**src/hw/trb_pkg.sv**
```systemverilog
/* Constants and carrier types for the transfer request block decoder.
   Assumes one 10 MHz clock and an AXI4-Lite register port with 32-bit data.
// How it works
// - Block type and cycle flag decode in place for any block type.
// - A work item is a group of consecutive blocks joined by chain flags.
// - A zero length hides the pointer words, whatever the immediate flag says.
// - Words 0 and 1 hold the pointer; word 2 holds length, remainder, interrupter.
// - Words 0-1 are a 64-bit address, or eight inline bytes when immediate.
// - Buffer addresses of any byte alignment are accepted unchanged.
// - Outbound blocks send exactly the length in word 2 bits 16 to 0.
// - A length of zero at fetch makes a zero-length transaction.
// - Inbound blocks treat the length as receive buffer size.
// - Word 2 bits 21 to 17 carry the remaining-packet indicator.
// - Word 2 bits 31 to 22 pick the interrupter; out-of-range is flagged.
// - Word 3 decodes into type, event block, immediate, completion, chain and more.
// - Cycle flag in word 3 bit 0 must match ring cycle to own the block.
// - Chain flag set links to the next block; clear ends the group.
// - Completion flag on finish posts an event, interrupt unless blocked.
*/
package trb_pkg;
  localparam logic [7:0]  DWORD0_OFFSET    = 8'h00;
  localparam logic [7:0]  DWORD1_OFFSET    = 8'h04;
  localparam logic [7:0]  DWORD2_OFFSET    = 8'h08;
  localparam logic [7:0]  DWORD3_OFFSET    = 8'h0c;
  localparam logic [7:0]  CONTROL_OFFSET   = 8'h10;
  localparam logic [7:0]  STATUS_OFFSET    = 8'h14;
  localparam logic [7:0]  POINTER_OFFSET   = 8'h18;
  localparam logic [7:0]  TARGET_OFFSET    = 8'h1c;
  localparam int          CTRL_SUBMIT_BIT  = 0;
  localparam int          CTRL_DIR_IN_BIT  = 1;
  localparam int          CTRL_CYCLE_BIT   = 2;
  localparam logic [2:0]  CONTROL_RESET    = 3'h0;
  localparam logic [16:0] MAX_LENGTH       = 17'h10000;
  localparam logic [16:0] MAX_IMM_LENGTH   = 17'h00008;
  localparam logic [16:0] WINDOW_BYTES     = 17'h10000;
  localparam int          INTERRUPTER_COUNT = 8;
  localparam logic [1:0]  RESP_OKAY        = 2'h0;
  localparam logic [1:0]  RESP_SLVERR      = 2'h2;

  typedef struct packed {
    logic [63:0] pointer;
    logic [63:0] payload;
    logic [16:0] length;
    logic [4:0]  remaining;
    logic [9:0]  interrupter;
    logic [5:0]  block_type;
    logic        event_interrupt_block_flag;
    logic        immediate_payload_flag;
    logic        completion_interrupt_flag;
    logic        chain_flag;
    logic        no_snoop_flag;
    logic        short_packet_interrupt_flag;
    logic        evaluate_next_flag;
    logic        cycle_flag;
    logic        zero_length;
    logic        direction_in;
  } decoded_block_s;

  typedef struct packed {
    logic length_error;
    logic interrupter_error;
    logic immediate_length_error;
    logic window_error;
  } field_errors_s;
endpackage

```
**src/hw/block_store.sv**
```systemverilog
/* Staging memory for the four words of one transfer request block.
   Assumes a single writer and a single reader on the same clock. */
`timescale 1ns/100ps
module block_store #(
  parameter int WORDS = 4
) (
  input  wire logic                     sys_clk,
  input  wire logic                     reset_n,
  input  wire logic                     write_enable,
  input  wire logic [$clog2(WORDS)-1:0] write_index,
  input  wire logic [31:0]              write_data,
  input  wire logic [$clog2(WORDS)-1:0] read_index,
  output logic      [31:0]              read_data
);
  logic [31:0] words [WORDS];

  always_ff @(posedge sys_clk or negedge reset_n) begin
    if (!reset_n) begin
      read_data <= 32'h0;
      for (int i = 0; i < WORDS; i++) begin
        words[i] <= 32'h0;
      end
    end else begin
      read_data <= words[read_index];
      if (write_enable) begin
        words[write_index] <= write_data;
      end
    end
  end
endmodule // block_store

```
**src/hw/field_check.sv**
```systemverilog
/* Registered range checks on the decoded fields of one block.
   Assumes its inputs stay steady for the cycle after they are presented. */
`timescale 1ns/100ps
module field_check #(
  parameter int INTERRUPTERS = trb_pkg::INTERRUPTER_COUNT
) (
  input  wire logic                  sys_clk,
  input  wire logic                  reset_n,
  input  wire trb_pkg::decoded_block_s block,
  output trb_pkg::field_errors_s     errors
);
  trb_pkg::field_errors_s next_errors;
  logic [17:0]            window_end;

  always_comb begin
    window_end = {2'b0, block.pointer[15:0]} + {1'b0, block.length};
    next_errors.length_error = block.length > trb_pkg::MAX_LENGTH;
    next_errors.interrupter_error =
      {22'h0, block.interrupter} >= 32'(INTERRUPTERS);
    next_errors.immediate_length_error = block.immediate_payload_flag &&
      (block.length > trb_pkg::MAX_IMM_LENGTH);
    // A crossing is a software fault; the block is refused rather than split here.
    next_errors.window_error = !block.immediate_payload_flag && !block.zero_length &&
      (window_end > {1'b0, trb_pkg::WINDOW_BYTES});
  end

  always_ff @(posedge sys_clk or negedge reset_n) begin
    if (!reset_n) begin
      errors <= '0;
    end else begin
      errors <= next_errors;
    end
  end
endmodule // field_check

```
**src/hw/trb_decoder.sv**
```systemverilog
/* Fetches one staged transfer request block, decodes it and hands it to the
   transfer engine, then posts the completion event if the completion or short-packet flag asks for one.
   Assumes the engine shares sys_clk and pulses engine_done once per block. */
// The AXI4-Lite register port and the register offsets were decided locally.
`timescale 1ns/100ps
module trb_decoder #(
  parameter int INTERRUPTERS = trb_pkg::INTERRUPTER_COUNT
) (
  input  wire logic                   sys_clk,
  input  wire logic                   reset_n,
  input  wire logic [7:0]             s_axi_awaddr,
  input  wire logic                   s_axi_awvalid,
  output logic                        s_axi_awready,
  input  wire logic [31:0]            s_axi_wdata,
  input  wire logic [3:0]             s_axi_wstrb,
  input  wire logic                   s_axi_wvalid,
  output logic                        s_axi_wready,
  output logic [1:0]                  s_axi_bresp,
  output logic                        s_axi_bvalid,
  input  wire logic                   s_axi_bready,
  input  wire logic [7:0]             s_axi_araddr,
  input  wire logic                   s_axi_arvalid,
  output logic                        s_axi_arready,
  output logic [31:0]                 s_axi_rdata,
  output logic [1:0]                  s_axi_rresp,
  output logic                        s_axi_rvalid,
  input  wire logic                   s_axi_rready,
  output trb_pkg::decoded_block_s     out_block,
  output logic                        out_valid,
  input  wire logic                   out_ready,
  input  wire logic                   engine_done,
  input  wire logic                   engine_short,
  output logic                        event_post,
  output logic                        event_interrupt,
  output logic [9:0]                  event_interrupter
);
  typedef enum logic [4:0] {
    ST_IDLE  = 5'h01,
    ST_FETCH = 5'h02,
    ST_CHECK = 5'h04,
    ST_OFFER = 5'h08,
    ST_RUN   = 5'h10
  } decode_state_e;

  decode_state_e           state, next_state;
  logic [2:0]              fetch_idx, next_fetch_idx;
  logic [31:0]             dw [4];
  logic [31:0]             next_dw [4];
  logic [2:0]              control, next_control;
  logic                    submit, next_submit;
  logic                    not_owned, next_not_owned;
  logic                    group_end, next_group_end;
  logic [7:0]              group_count, next_group_count;
  trb_pkg::decoded_block_s decoded, check_in, next_out_block;
  trb_pkg::field_errors_s  errors, err_latched, next_err_latched;
  logic                    next_out_valid, next_event_post, next_event_interrupt;
  logic [9:0]              next_event_interrupter;
  logic [31:0]             mem_rdata;
  logic                    mem_we;
  logic [1:0]              mem_windex;

  logic                    aw_have, next_aw_have, w_have, next_w_have;
  logic [7:0]              aw_addr, next_aw_addr;
  logic [31:0]             w_data, next_w_data;
  logic [3:0]              w_strb, next_w_strb;
  logic                    next_awready, next_wready, next_bvalid;
  logic [1:0]              next_bresp;
  logic                    next_arready, next_rvalid;
  logic [31:0]             next_rdata;
  logic [1:0]              next_rresp;

  block_store #(.WORDS(4)) u_store (
    .sys_clk      (sys_clk),
    .reset_n      (reset_n),
    .write_enable (mem_we),
    .write_index  (mem_windex),
    .write_data   (next_w_data),
    .read_index   (fetch_idx[1:0]),
    .read_data    (mem_rdata)
  );

  field_check #(.INTERRUPTERS(INTERRUPTERS)) u_check (
    .sys_clk (sys_clk),
    .reset_n (reset_n),
    .block   (check_in),
    .errors  (errors)
  );

  // Decoding is pure wiring from the words; reserved-zero bits are never read.
  function automatic trb_pkg::decoded_block_s decode_words(input logic [31:0] w0, w1, w2, w3,
                                                           input logic        dir);
    trb_pkg::decoded_block_s b;
    b.length      = w2[16:0];
    b.remaining   = w2[21:17];
    b.interrupter = w2[31:22];
    b.zero_length = (w2[16:0] == 17'h0);
    b.block_type  = w3[15:10];
    b.event_interrupt_block_flag  = w3[9];
    b.immediate_payload_flag      = w3[6];
    b.completion_interrupt_flag   = w3[5];
    b.chain_flag                  = w3[4];
    b.no_snoop_flag               = w3[3];
    b.short_packet_interrupt_flag = w3[2];
    b.evaluate_next_flag          = w3[1];
    b.cycle_flag                  = w3[0];
    b.direction_in                = dir;
    // Pointer words are hidden on zero length; no alignment is imposed.
    b.pointer = 64'h0;
    b.payload = 64'h0;
    if (!b.zero_length) begin
      if (b.immediate_payload_flag) begin
        b.payload = {w1, w0};
      end else begin
        b.pointer = {w1, w0};
      end
    end
    return b;
  endfunction

  assign decoded = decode_words(dw[0], dw[1], dw[2], dw[3], control[trb_pkg::CTRL_DIR_IN_BIT]);
  // The range checks register their result, so they watch the words as they land;
  // fed from the captured words they would judge word 3 of the previous block.
  assign check_in = decode_words(next_dw[0], next_dw[1], next_dw[2], next_dw[3],
                                 control[trb_pkg::CTRL_DIR_IN_BIT]);

  // Register bus: address and data may arrive in either order.
  always_comb begin
    next_aw_have = aw_have;
    next_aw_addr = aw_addr;
    next_w_have  = w_have;
    next_w_data  = w_data;
    next_w_strb  = w_strb;
    next_bvalid  = s_axi_bvalid && !s_axi_bready;
    next_bresp   = s_axi_bresp;
    next_control = control;
    next_submit  = 1'b0;
    mem_we       = 1'b0;
    mem_windex   = 2'h0;
    if (s_axi_awvalid && s_axi_awready) begin
      next_aw_have = 1'b1;
      next_aw_addr = s_axi_awaddr;
    end
    if (s_axi_wvalid && s_axi_wready) begin
      next_w_have = 1'b1;
      next_w_data = s_axi_wdata;
      next_w_strb = s_axi_wstrb;
    end
    if (next_aw_have && next_w_have && !next_bvalid) begin
      next_aw_have = 1'b0;
      next_w_have  = 1'b0;
      next_bvalid  = 1'b1;
      next_bresp   = trb_pkg::RESP_OKAY;
      mem_windex   = next_aw_addr[3:2];
      if (next_aw_addr < trb_pkg::CONTROL_OFFSET && next_aw_addr[1:0] == 2'h0) begin
        // Staging words cannot change under a block being decoded.
        mem_we = (state == ST_IDLE) && (next_w_strb == 4'hf);
        if (!mem_we) begin
          next_bresp = trb_pkg::RESP_SLVERR;
        end
      end else if (next_aw_addr == trb_pkg::CONTROL_OFFSET) begin
        if (next_w_strb[0]) begin
          next_control = next_w_data[2:0];
          next_submit  = next_w_data[trb_pkg::CTRL_SUBMIT_BIT] && (state == ST_IDLE);
        end
      end else begin
        next_bresp = trb_pkg::RESP_SLVERR;
      end
    end
    next_awready = !next_aw_have && !next_bvalid;
    next_wready  = !next_w_have && !next_bvalid;
  end

  always_comb begin
    next_rvalid  = s_axi_rvalid && !s_axi_rready;
    next_rdata   = s_axi_rdata;
    next_rresp   = s_axi_rresp;
    if (s_axi_arvalid && s_axi_arready) begin
      next_rvalid = 1'b1;
      next_rresp  = trb_pkg::RESP_OKAY;
      case (s_axi_araddr)
        trb_pkg::DWORD0_OFFSET, trb_pkg::DWORD1_OFFSET,
        trb_pkg::DWORD2_OFFSET, trb_pkg::DWORD3_OFFSET: begin
          next_rdata = dw[s_axi_araddr[3:2]];
        end
        trb_pkg::CONTROL_OFFSET: next_rdata = {29'h0, control};
        trb_pkg::STATUS_OFFSET: begin
          next_rdata = {16'h0, group_count, err_latched, group_end, not_owned,
                        (state != ST_IDLE), (state == ST_IDLE)};
        end
        trb_pkg::POINTER_OFFSET: next_rdata = dw[2];
        trb_pkg::TARGET_OFFSET: next_rdata = {22'h0, event_interrupter};
        default: begin
          next_rdata = 32'h0;
          next_rresp = trb_pkg::RESP_SLVERR;
        end
      endcase
    end
    next_arready = !next_rvalid;
  end

  // Fetch, check, offer and completion sequence.
  always_comb begin
    next_state            = state;
    next_fetch_idx        = fetch_idx;
    for (int i = 0; i < 4; i++) begin
      next_dw[i] = dw[i];
    end
    next_not_owned        = not_owned;
    next_group_end        = group_end;
    next_group_count      = group_count;
    next_err_latched      = err_latched;
    next_out_block        = out_block;
    next_out_valid        = out_valid && !out_ready;
    next_event_post       = 1'b0;
    next_event_interrupt  = 1'b0;
    next_event_interrupter = event_interrupter;
    case (state)
      ST_IDLE: begin
        if (submit) begin
          next_state     = ST_FETCH;
          next_fetch_idx = 3'h0;
        end
      end
      ST_FETCH: begin
        next_fetch_idx = fetch_idx + 3'h1;
        if (fetch_idx != 3'h0) begin
          next_dw[fetch_idx[1:0] - 2'h1] = mem_rdata;
        end
        if (fetch_idx == 3'h4) begin
          next_dw[3] = mem_rdata;
          next_state = ST_CHECK;
        end
      end
      ST_CHECK: begin
        next_err_latched = errors;
        next_not_owned = decoded.cycle_flag != control[trb_pkg::CTRL_CYCLE_BIT];
        if (next_not_owned || (errors != '0)) begin
          next_state = ST_IDLE;
        end else begin
          next_out_block = decoded;
          next_out_valid = 1'b1;
          next_state     = ST_OFFER;
        end
      end
      ST_OFFER: begin
        if (out_ready) begin
          next_state = ST_RUN;
        end
      end
      ST_RUN: begin
        if (engine_done) begin
          next_state = ST_IDLE;
          // One event only, even when short and completion both apply.
          next_event_post = out_block.completion_interrupt_flag ||
            (engine_short && out_block.short_packet_interrupt_flag);
          next_event_interrupt = next_event_post &&
            !out_block.event_interrupt_block_flag;
          next_event_interrupter = out_block.interrupter;
          next_group_end   = !out_block.chain_flag;
          next_group_count = out_block.chain_flag ? group_count + 8'h1 : 8'h0;
        end
      end
      default: next_state = ST_IDLE;
    endcase
  end

  always_ff @(posedge sys_clk or negedge reset_n) begin
    if (!reset_n) begin
      state <= ST_IDLE;
      fetch_idx <= 3'h0;
      for (int i = 0; i < 4; i++) begin
        dw[i] <= 32'h0;
      end
      control <= trb_pkg::CONTROL_RESET;
      submit <= 1'b0;
      not_owned <= 1'b0;
      group_end <= 1'b0;
      group_count <= 8'h0;
      err_latched <= '0;
      out_block <= '0;
      out_valid <= 1'b0;
      event_post <= 1'b0;
      event_interrupt <= 1'b0;
      event_interrupter <= 10'h0;
      aw_have <= 1'b0;
      aw_addr <= 8'h0;
      w_have <= 1'b0;
      w_data <= 32'h0;
      w_strb <= 4'h0;
      s_axi_awready <= 1'b0;
      s_axi_wready <= 1'b0;
      s_axi_bvalid <= 1'b0;
      s_axi_bresp <= 2'h0;
      s_axi_arready <= 1'b0;
      s_axi_rvalid <= 1'b0;
      s_axi_rdata <= 32'h0;
      s_axi_rresp <= 2'h0;
    end else begin
      state <= next_state;
      fetch_idx <= next_fetch_idx;
      for (int i = 0; i < 4; i++) begin
        dw[i] <= next_dw[i];
      end
      control <= next_control;
      submit <= next_submit;
      not_owned <= next_not_owned;
      group_end <= next_group_end;
      group_count <= next_group_count;
      err_latched <= next_err_latched;
      out_block <= next_out_block;
      out_valid <= next_out_valid;
      event_post <= next_event_post;
      event_interrupt <= next_event_interrupt;
      event_interrupter <= next_event_interrupter;
      aw_have <= next_aw_have;
      aw_addr <= next_aw_addr;
      w_have <= next_w_have;
      w_data <= next_w_data;
      w_strb <= next_w_strb;
      s_axi_awready <= next_awready;
      s_axi_wready <= next_wready;
      s_axi_bvalid <= next_bvalid;
      s_axi_bresp <= next_bresp;
      s_axi_arready <= next_arready;
      s_axi_rvalid <= next_rvalid;
      s_axi_rdata <= next_rdata;
      s_axi_rresp <= next_rresp;
    end
  end
endmodule // trb_decoder

```
**config.mk**
```make
export PLATFORM = sky130hd
export DESIGN_NAME = trb_decoder
export DESIGN_NICKNAME = d
export VERILOG_FILES = /design/src/hw/trb_pkg.sv /design/src/hw/block_store.sv /design/src/hw/field_check.sv /design/src/hw/trb_decoder.sv
export SDC_FILE = /design/constraint.sdc
export NUM_CORES = 1
export LEC_CHECK = 0
export ABC_AREA = 1
export BUFFER_PORTS_ARGS = -buffer_cell sky130_fd_sc_hd__buf_2
export CORE_MARGIN = 3
export CORE_UTILIZATION = 37
export DETAILED_ROUTE_END_ITERATION = 10
export PLACE_DENSITY = 0.59
export SYNTH_ARGS = -nofsm -noshare
export SYNTH_HDL_FRONTEND = slang
export SYNTH_SLANG_ARGS = --single-unit
```
**constraint.sdc**
```tcl
create_clock -name sys_clk -period 3.8 [get_ports sys_clk]
set_input_delay 0.38 -clock sys_clk [delete_from_list [all_inputs] [get_ports sys_clk]]
set_output_delay 0.38 -clock sys_clk [all_outputs]
set_load 0.05 [all_outputs]
```
==> flow_metrics.py, run 1 <==
metrics = {
    "global_routing": {
        "use_met2_pct": 33.9,
        "use_met1_pct": 33.3,
        "grt_pass1_vias": 20500,
        "grt_busiest_layer": "met2",
        "grt_antenna_before_repair": 4,
        "grt_start_max_net_pins": 113,
        "gr-usage-all-layers_pct": 22.9,
        "grt_util_met3_pct": 5.38,
        "gr-total-overflow": 0,
        "grt_pass1_wl_um": 129000,
    },
    "power": {
        "ir_worst_vdd_v": 0.000416,
        "p_per_area_nw_per_um2": 661,
        "power_leakage_nw": 17.0,
    },
    "timing": {
        "setup-violations-final": 0,
        "clock_skew_ns": 0.0294,
        "rsz0062_at_grt": "yes",
        "fmax_mhz": 274,
        "finalMaxSlewViolations": 0,
        "fin_tns_setup_ns": 0,
        "min_period_ns": 3.64,
        "slew_headroom_pct": 19.7,
        "tightestPinTransition_ns": 1.20,
        "hold_viol_final": 0,
        "fin_crit_sh_pct": 95.9,
        "fin_ws_ns": 0.155,
    },
    "cts": {
        "cts_root_buffer": "clkbuf_16",
        "clock_latency_ns": 0.63,
        "htreeDepth": 3,
        "numCtsBuffers": 67,
        "cts_tree": "done",
        "cts_buffer_depth": 3,
        "clock_sinks": 592,
        "cts.clk_slew.worst_paths_ns": 0.06,
    },
    "run_status": {
        "outcome": "finished clean",
    },
    "route": {
        "drt_iter0_drc": 1785,
        "first_pass_iters": 5,
        "vias": 21200,
        "routed_via_density": 5.00,
        "final_antenna_net_count": 0,
        "wl_per_cell_um": 19.8,
        "drc": 0,
        "totalWireLength_um": 83900,
    },
    "logic_synthesis": {
        "syn_inst": 2891,
        "seq_area_frac_synth_pct": 57.5,
        "ys_seq_elements": 592,
        "synth_warnings": 0,
        "avgSynthCellArea_um2": 8.91,
        "synth_edf_count": 0,
        "synth_cell_types": 48,
        "ys.flop_type": "dfrtp_1",
        "synth-async-reset-ratio_pct": 100,
        "netlist_area_um2": 25800,
    },
    "die": {
        "die_w_um": 270,
        "fp.dieH_um": 270,
        "io_pins": 292,
        "rows": 96,
        "core_area_um2": 68800,
        "dieArea_um2": 72800,
        "start_util_pct": 37.4,
    },
    "worst_setup_path": {
        "cp-end-kind": "register",
        "critical_path.most_common_cell": "nand2_2",
        "slowest_delay_ns": 0.41,
        "slowest_stage": "dfrtp_2",
        "critPathKind": "reg -> reg",
        "crit_family": "simple AND/OR/NAND/NOR gates",
        "cp_data_arrival_time_ns": 4.16,
        "startpoint_type": "register",
        "crit_path_max_fanout": 8,
        "required_ns": 4.31,
        "cp_num_buf_inv": 7,
    },
    "placed_design": {
        "pre_cts_slack_ns": -0.0190,
        "numPortBuffers": 289,
        "gp_congestion": 0.907,
        "place_area_um2": 28900,
        "hpwl_um": 58900,
    },
    "final_layout": {
        "area_delta_synth_final_pct": 24.5,
        "drive_above_1_share_pct": 21.8,
        "design_area_um2": 32100,
        "num-nets-final": 3339,
    },
    "worst_hold_path": {
        "hold_class": "in -> reg",
    },
    "flow_run": {
        "cap_violations": 0,
    },
}
## timing repair
action	4_1_cts	5_1_grt
buffers inserted	0	13
pin swaps	0	36
cloned	0	5
hold buffers	11	0
gates resized for setup	1	108
setup endpoints to repair	1	1
endpoints found under the hold margin	110	0
## stage by stage
step,power (mW),util [%],hold slack [ns],std cells
3_3_place_gp,13.6,42.0,0.450,4086
5_1_grt,22.3,46.6,0.0347,4235
6_report,21.2,46.6,0.0391,4236
4_1_cts,20.5,45.6,0.00343,4217
3_5_place_dp,13.6,42.0,0.456,4086
2_1_floorplan,11.2,-,0.0844,2892
## layer usage
metal	routed length, um	part of all wire, %
met4	2580	3.1
met2	36200	43
met3	5680	6.8
met1	39300	47
met5	55	0.066
## sequential cells by signal, indices dropped and copies added, names as in the netlist, 3 cells and up
signal	cells
event_interrupter	10
err_latched	4
u_store.words	128
decoded	46
fetch_idx	3
out_block	176
dw	82
w_data	32
control	3
s_axi_rdata	32
u_check.errors	4
state	5
u_store.read_data	32
group_count	8
w_strb	4
aw_addr	8
## layout by cell type, fill, tap and decap left out, types with 9 or more instances in the layout
cell / instances
o22ai_1: 47
clkbuf_8: 11
o211ai_1: 18
a21o_1: 9
nand3_2: 20
o31ai_1: 40
o221ai_1: 13
mux2i_1: 64
a21oi_1: 66
nor2_2: 16
clkbuf_16: 70
o21ai_1: 45
inv_2: 27
a21oi_2: 9
nand4_1: 13
or2_2: 36
ha_4: 16
buf_2: 288
nor2_1: 160
clkbuf_1: 13
buf_12: 13
dfrtp_1: 590
o21ai_0: 377
nand2_1: 632
dlygate4sd3_1: 11
inv_1: 355
o21ai_2: 10
nand3_1: 62
buf_4: 117
nand2_2: 24
nor3_1: 13
clkinv_2: 9
## area by class of cell
type                            count  area, um^2
Timing Repair Buffer              434        2780
Clock buffer                       92        1900
Clock inverter                     28         443
Tap cell                          931        1160
Multi-Input combinational cell   1768        9490
Sequential cell                   592       14800
Antenna cell                        1        2.50
Fill cell                        6672       36800
Inverter                          390        1470
## cells in the mapped netlist, types with 4 or more instances
master	instances	area, um^2
o31ai_1	40	300
nor3_1	15	75.1
o22ai_1	47	294
inv_2	22	82.6
nand4_1	13	81.3
xnor2_1	4	35.0
nand3_1	69	345
o221ai_1	13	114
dfrtp_1	591	14800
inv_1	363	1360
o21a_1	4	30.0
nand2_1	661	2480
clkbuf_1	120	450
o211ai_1	18	135
buf_4	6	45.0
buf_2	12	60.1
nand3_2	14	140
ha_1	23	288
a221oi_1	4	35.0
o21ai_0	380	1900
o2bb2ai_1	4	35.0
buf_1	5	18.8
xor2_1	5	43.8
a21o_1	9	67.6
a31oi_1	5	31.3
o2111ai_1	8	70.1
a21oi_1	75	375
mux2i_1	64	641
or2_2	37	231
o21ai_1	56	280
nor2_2	5	31.3
clkinv_1	5	18.8
nor2_1	173	649
## cell families after synthesis
| family | Yosys count | synth area share, % |
|---|---|---|
| XOR/XNOR | 9 | 0.306 |
| multiplexers | 64 | 2.49 |
| AND/OR/NAND/NOR | 1000 | 16.1 |
| AO/OA/AOI/OAI | 666 | 14.4 |
| adder cells (fa/ha/maj) | 24 | 1.20 |
| flip-flops | 592 | 57.5 |
| buffers and inverters | 535 | 8.00 |
| other | 1 | 0.0146 |
## power breakdown
group | internal, mW | total (mW) | switching, mW
Clock | 4.11 | 6.86 | 2.75
Sequential | 7.14 | 7.73 | 0.589
Combinational | 2.26 | 6.60 | 4.34
Total | 13.5 | 21.2 | 7.68
## path summary, 6_finish.rpt
kind                                 start                end  cells after the start  slack (ns)
min in group asynchronous          reset_n         w_data[27]                      2        0.45
min                        s_axi_awaddr[4]         aw_addr[4]                      3        0.04
min reg2reg                 group_count[7]     group_count[7]                      1        0.47
max                           fetch_idx[0]  u_check.errors[0]                     29        0.16
max in group asynchronous          reset_n      out_block[32]                      4        2.17
max reg2reg                   fetch_idx[0]  u_check.errors[0]                     29        0.16
## tightest hold or removal path, stage by stage
cell,delay [ns]
buf_2,0.07
o21ai_1,0.09
inv_1,0.07
No activity file was read; power rests on OpenSTA's default activity.
==> inputs of run 2 (changes only) <==
--- a/config.mk
+++ b/config.mk
@@ -6,11 +6,13 @@
 export NUM_CORES = 1
 export LEC_CHECK = 0
 export ABC_AREA = 1
-export BUFFER_PORTS_ARGS = -buffer_cell sky130_fd_sc_hd__buf_2
+export BUFFER_PORTS_ARGS = -buffer_cell sky130_fd_sc_hd__buf_4
+export CELL_PAD_IN_SITES_DETAIL_PLACEMENT = 0
+export CELL_PAD_IN_SITES_GLOBAL_PLACEMENT = 2
 export CORE_MARGIN = 3
-export CORE_UTILIZATION = 37
+export CORE_UTILIZATION = 33
 export DETAILED_ROUTE_END_ITERATION = 10
-export PLACE_DENSITY = 0.59
+export PLACE_DENSITY = 0.79
 export SYNTH_ARGS = -nofsm -noshare
 export SYNTH_HDL_FRONTEND = slang
 export SYNTH_SLANG_ARGS = --single-unit
==> run 2 against run 1 <==
Die area is 12% higher. Wire length is 6.4% higher. Clock power is 3% lower.
==> flow_metrics.py, run 2 (synthesis results as in run 1) <==
metrics = {
    "run_status": {
        "outcome": "finished clean",
    },
    "cts": {
        "htreeDepth": 3,
        "cts_buffer_depth": 3,
        "clock_latency_ns": 0.60,
        "clock_sinks": 592,
        "cts_tree": "done",
        "cts.clk_slew.worst_paths_ns": 0.06,
        "cts_root_buffer": "clkbuf_16",
        "numCtsBuffers": 67,
    },
    "placed_design": {
        "hpwl_um": 62800,
        "numPortBuffers": 289,
        "gp_congestion": 0.888,
        "dp_cells": 4190,
    },
    "final_layout": {
        "drive_above_1_share_pct": 22.5,
        "stdcell_count": 4338,
        "largest_register": "out_block",
        "largest_reg_flops": 176,
        "final_common_cell": "nand2_1",
        "final_cell_mix": "620 x nand2_1, 590 x dfrtp_1, 406 x buf_4, 378 x o21ai_0, 355 x inv_1",
        "regArea_um2": 14800,
        "final_util_pct": 43.2,
        "area_delta_synth_final_pct": 28.3,
        "multi_input_area_um2": 9620,
        "fillers": 7586,
        "num-nets-final": 3346,
        "top_regs": "out_block (176), u_store.words (128), dw (82)",
    },
    "worst_setup_path": {
        "cp-end-kind": "register",
        "slowest_stage": "dfrtp_1",
        "critical_path.most_common_cell": "nand2_2",
        "crit_path_max_fanout": 7,
        "required_ns": 4.27,
        "critPathKind": "reg -> reg",
        "slowest_delay_ns": 0.40,
        "startpoint_type": "register",
        "cp_data_arrival_time_ns": 4.16,
    },
    "global_routing": {
        "gr-usage-all-layers_pct": 21.4,
        "grt_antenna_before_repair": 3,
        "grt_start_max_net_pins": 114,
        "gr-total-overflow": 0,
        "grt_pass1_vias": 21600,
        "grt_pass1_wl_um": 135000,
    },
    "die": {
        "rows": 101,
        "die_w_um": 285,
        "core_area_um2": 76600,
        "io_pins": 292,
        "fp.dieH_um": 285,
        "dieArea_um2": 81400,
        "start_util_pct": 33.6,
    },
    "timing": {
        "hold_viol_final": 0,
        "min_period_ns": 3.69,
        "finalMaxSlewViolations": 0,
        "clock_skew_ns": 0.0264,
        "fin_tns_setup_ns": 0,
        "tightestPinTransition_ns": 0.969,
        "rsz0062_at_grt": "yes",
        "fmax_mhz": 271,
        "slew_headroom_pct": 35.3,
        "hold-worst-slack_ns": 0.0481,
        "fin_crit_sh_pct": 97.0,
        "setup-violations-final": 0,
    },
    "route": {
        "first_pass_iters": 5,
        "routed_via_density": 4.96,
        "vias": 21500,
        "wl_per_cell_um": 20.6,
        "final_antenna_net_count": 0,
        "drt_iter0_drc": 1624,
        "drc": 0,
        "totalWireLength_um": 89200,
    },
    "power": {
        "switching_power_mw": 7.72,
        "p_per_area_nw_per_um2": 643,
        "p_comb_share_pct": 31.9,
        "swShare_pct": 36.3,
        "power_leakage_nw": 17.1,
        "clkPwrFrac_pct": 31.4,
        "total_power_mw": 21.3,
        "power_frac_seq_pct": 36.7,
        "p_int_mw": 13.5,
        "ir_worst_vdd_v": 0.000648,
    },
    "flow_run": {
        "cap_violations": 0,
    },
    "worst_hold_path": {
        "hold_class": "in -> reg",
    },
}
[run 2: cell types whose count changed in the layout (fill, tap and decap cells not counted), sizes merged]
cell / change
clkinvlp: -2
clkbuf: +5
bufinv: -2
dlygate4sd3: -3
inv: -1
clkinv: -4
buf: +10
[run 2: worst paths after layout]
check | from | slack [ns] | to | depth (start not counted)
hold / removal | s_axi_awaddr[4] | 0.05 | aw_addr[4] | 3
max in group asynchronous | reset_n | 2.37 | out_block[34] | 3
setup / recovery | fetch_idx[1] | 0.11 | u_check.errors[0] | 32
setup reg to reg | fetch_idx[1] | 0.11 | u_check.errors[0] | 32
hold reg to reg | u_store.words[86] | 0.47 | u_store.words[86] | 2
min in group asynchronous | reset_n | 0.40 | out_block[3] | 2
[run 2: power groups by stage]
| stage | clock (mW) | sequential [mW] | combinational (mW) |
|---|---|---|---|
| 2_1_floorplan | 0 | 7.83 | 3.34 |
| 3_3_place_gp | 0 | 7.88 | 5.92 |
| 3_5_place_dp | 0 | 7.89 | 5.95 |
| 4_1_cts | 6.82 | 7.78 | 6.03 |
| 5_1_grt | 7.08 | 7.89 | 7.42 |
| 6_report | 6.67 | 7.81 | 6.78 |
[run 2: layout make-up]
class	count	share of cell area [%]
Multi-Input combinational cell	1768	29.1
Inverter	390	4.44
Timing Repair Buffer	441	10.9
Clock inverter	19	0.867
Tap cell	1030	3.90
Sequential cell	592	44.8
Clock buffer	97	5.99
Antenna cell	1	0.00757
[run 2: metrics by stage]
stage	setup WS (ns)	area, um^2
after global placement	-0.0321	29800
after CTS	0.0275	32200
final	0.113	33000
after detailed placement	-0.0895	29800
after global routing	-0.105	33000
after floorplan	0.00999	25900
[run 2: layer usage]
layer	global-route usage, %	routed length [um]
met5	0	13
met4	6.38	2700
met3	4.12	5780
met2	33.3	40100
met1	30.4	40600
[run 2: worst max-delay path, delay by kind of cell, from the launching register on]
family | cells | cell delay (ns)
fa+ha+maj | 2 | 0.39
simple gates | 22 | 1.93
buf+inv | 7 | 0.79
compound gates | 1 | 0.06
flops | 1 | 0.40
[run 2: what timing repair did]
item | in CTS | in global routing
endpoints found under the setup margin | 1 | 1
hold buffers | 8 | 0
gates resized for setup | 3 | 140
cloned | 2 | 3
hold endpoints to repair | 74 | 0
pin swaps | 1 | 54
buffers inserted | 1 | 18
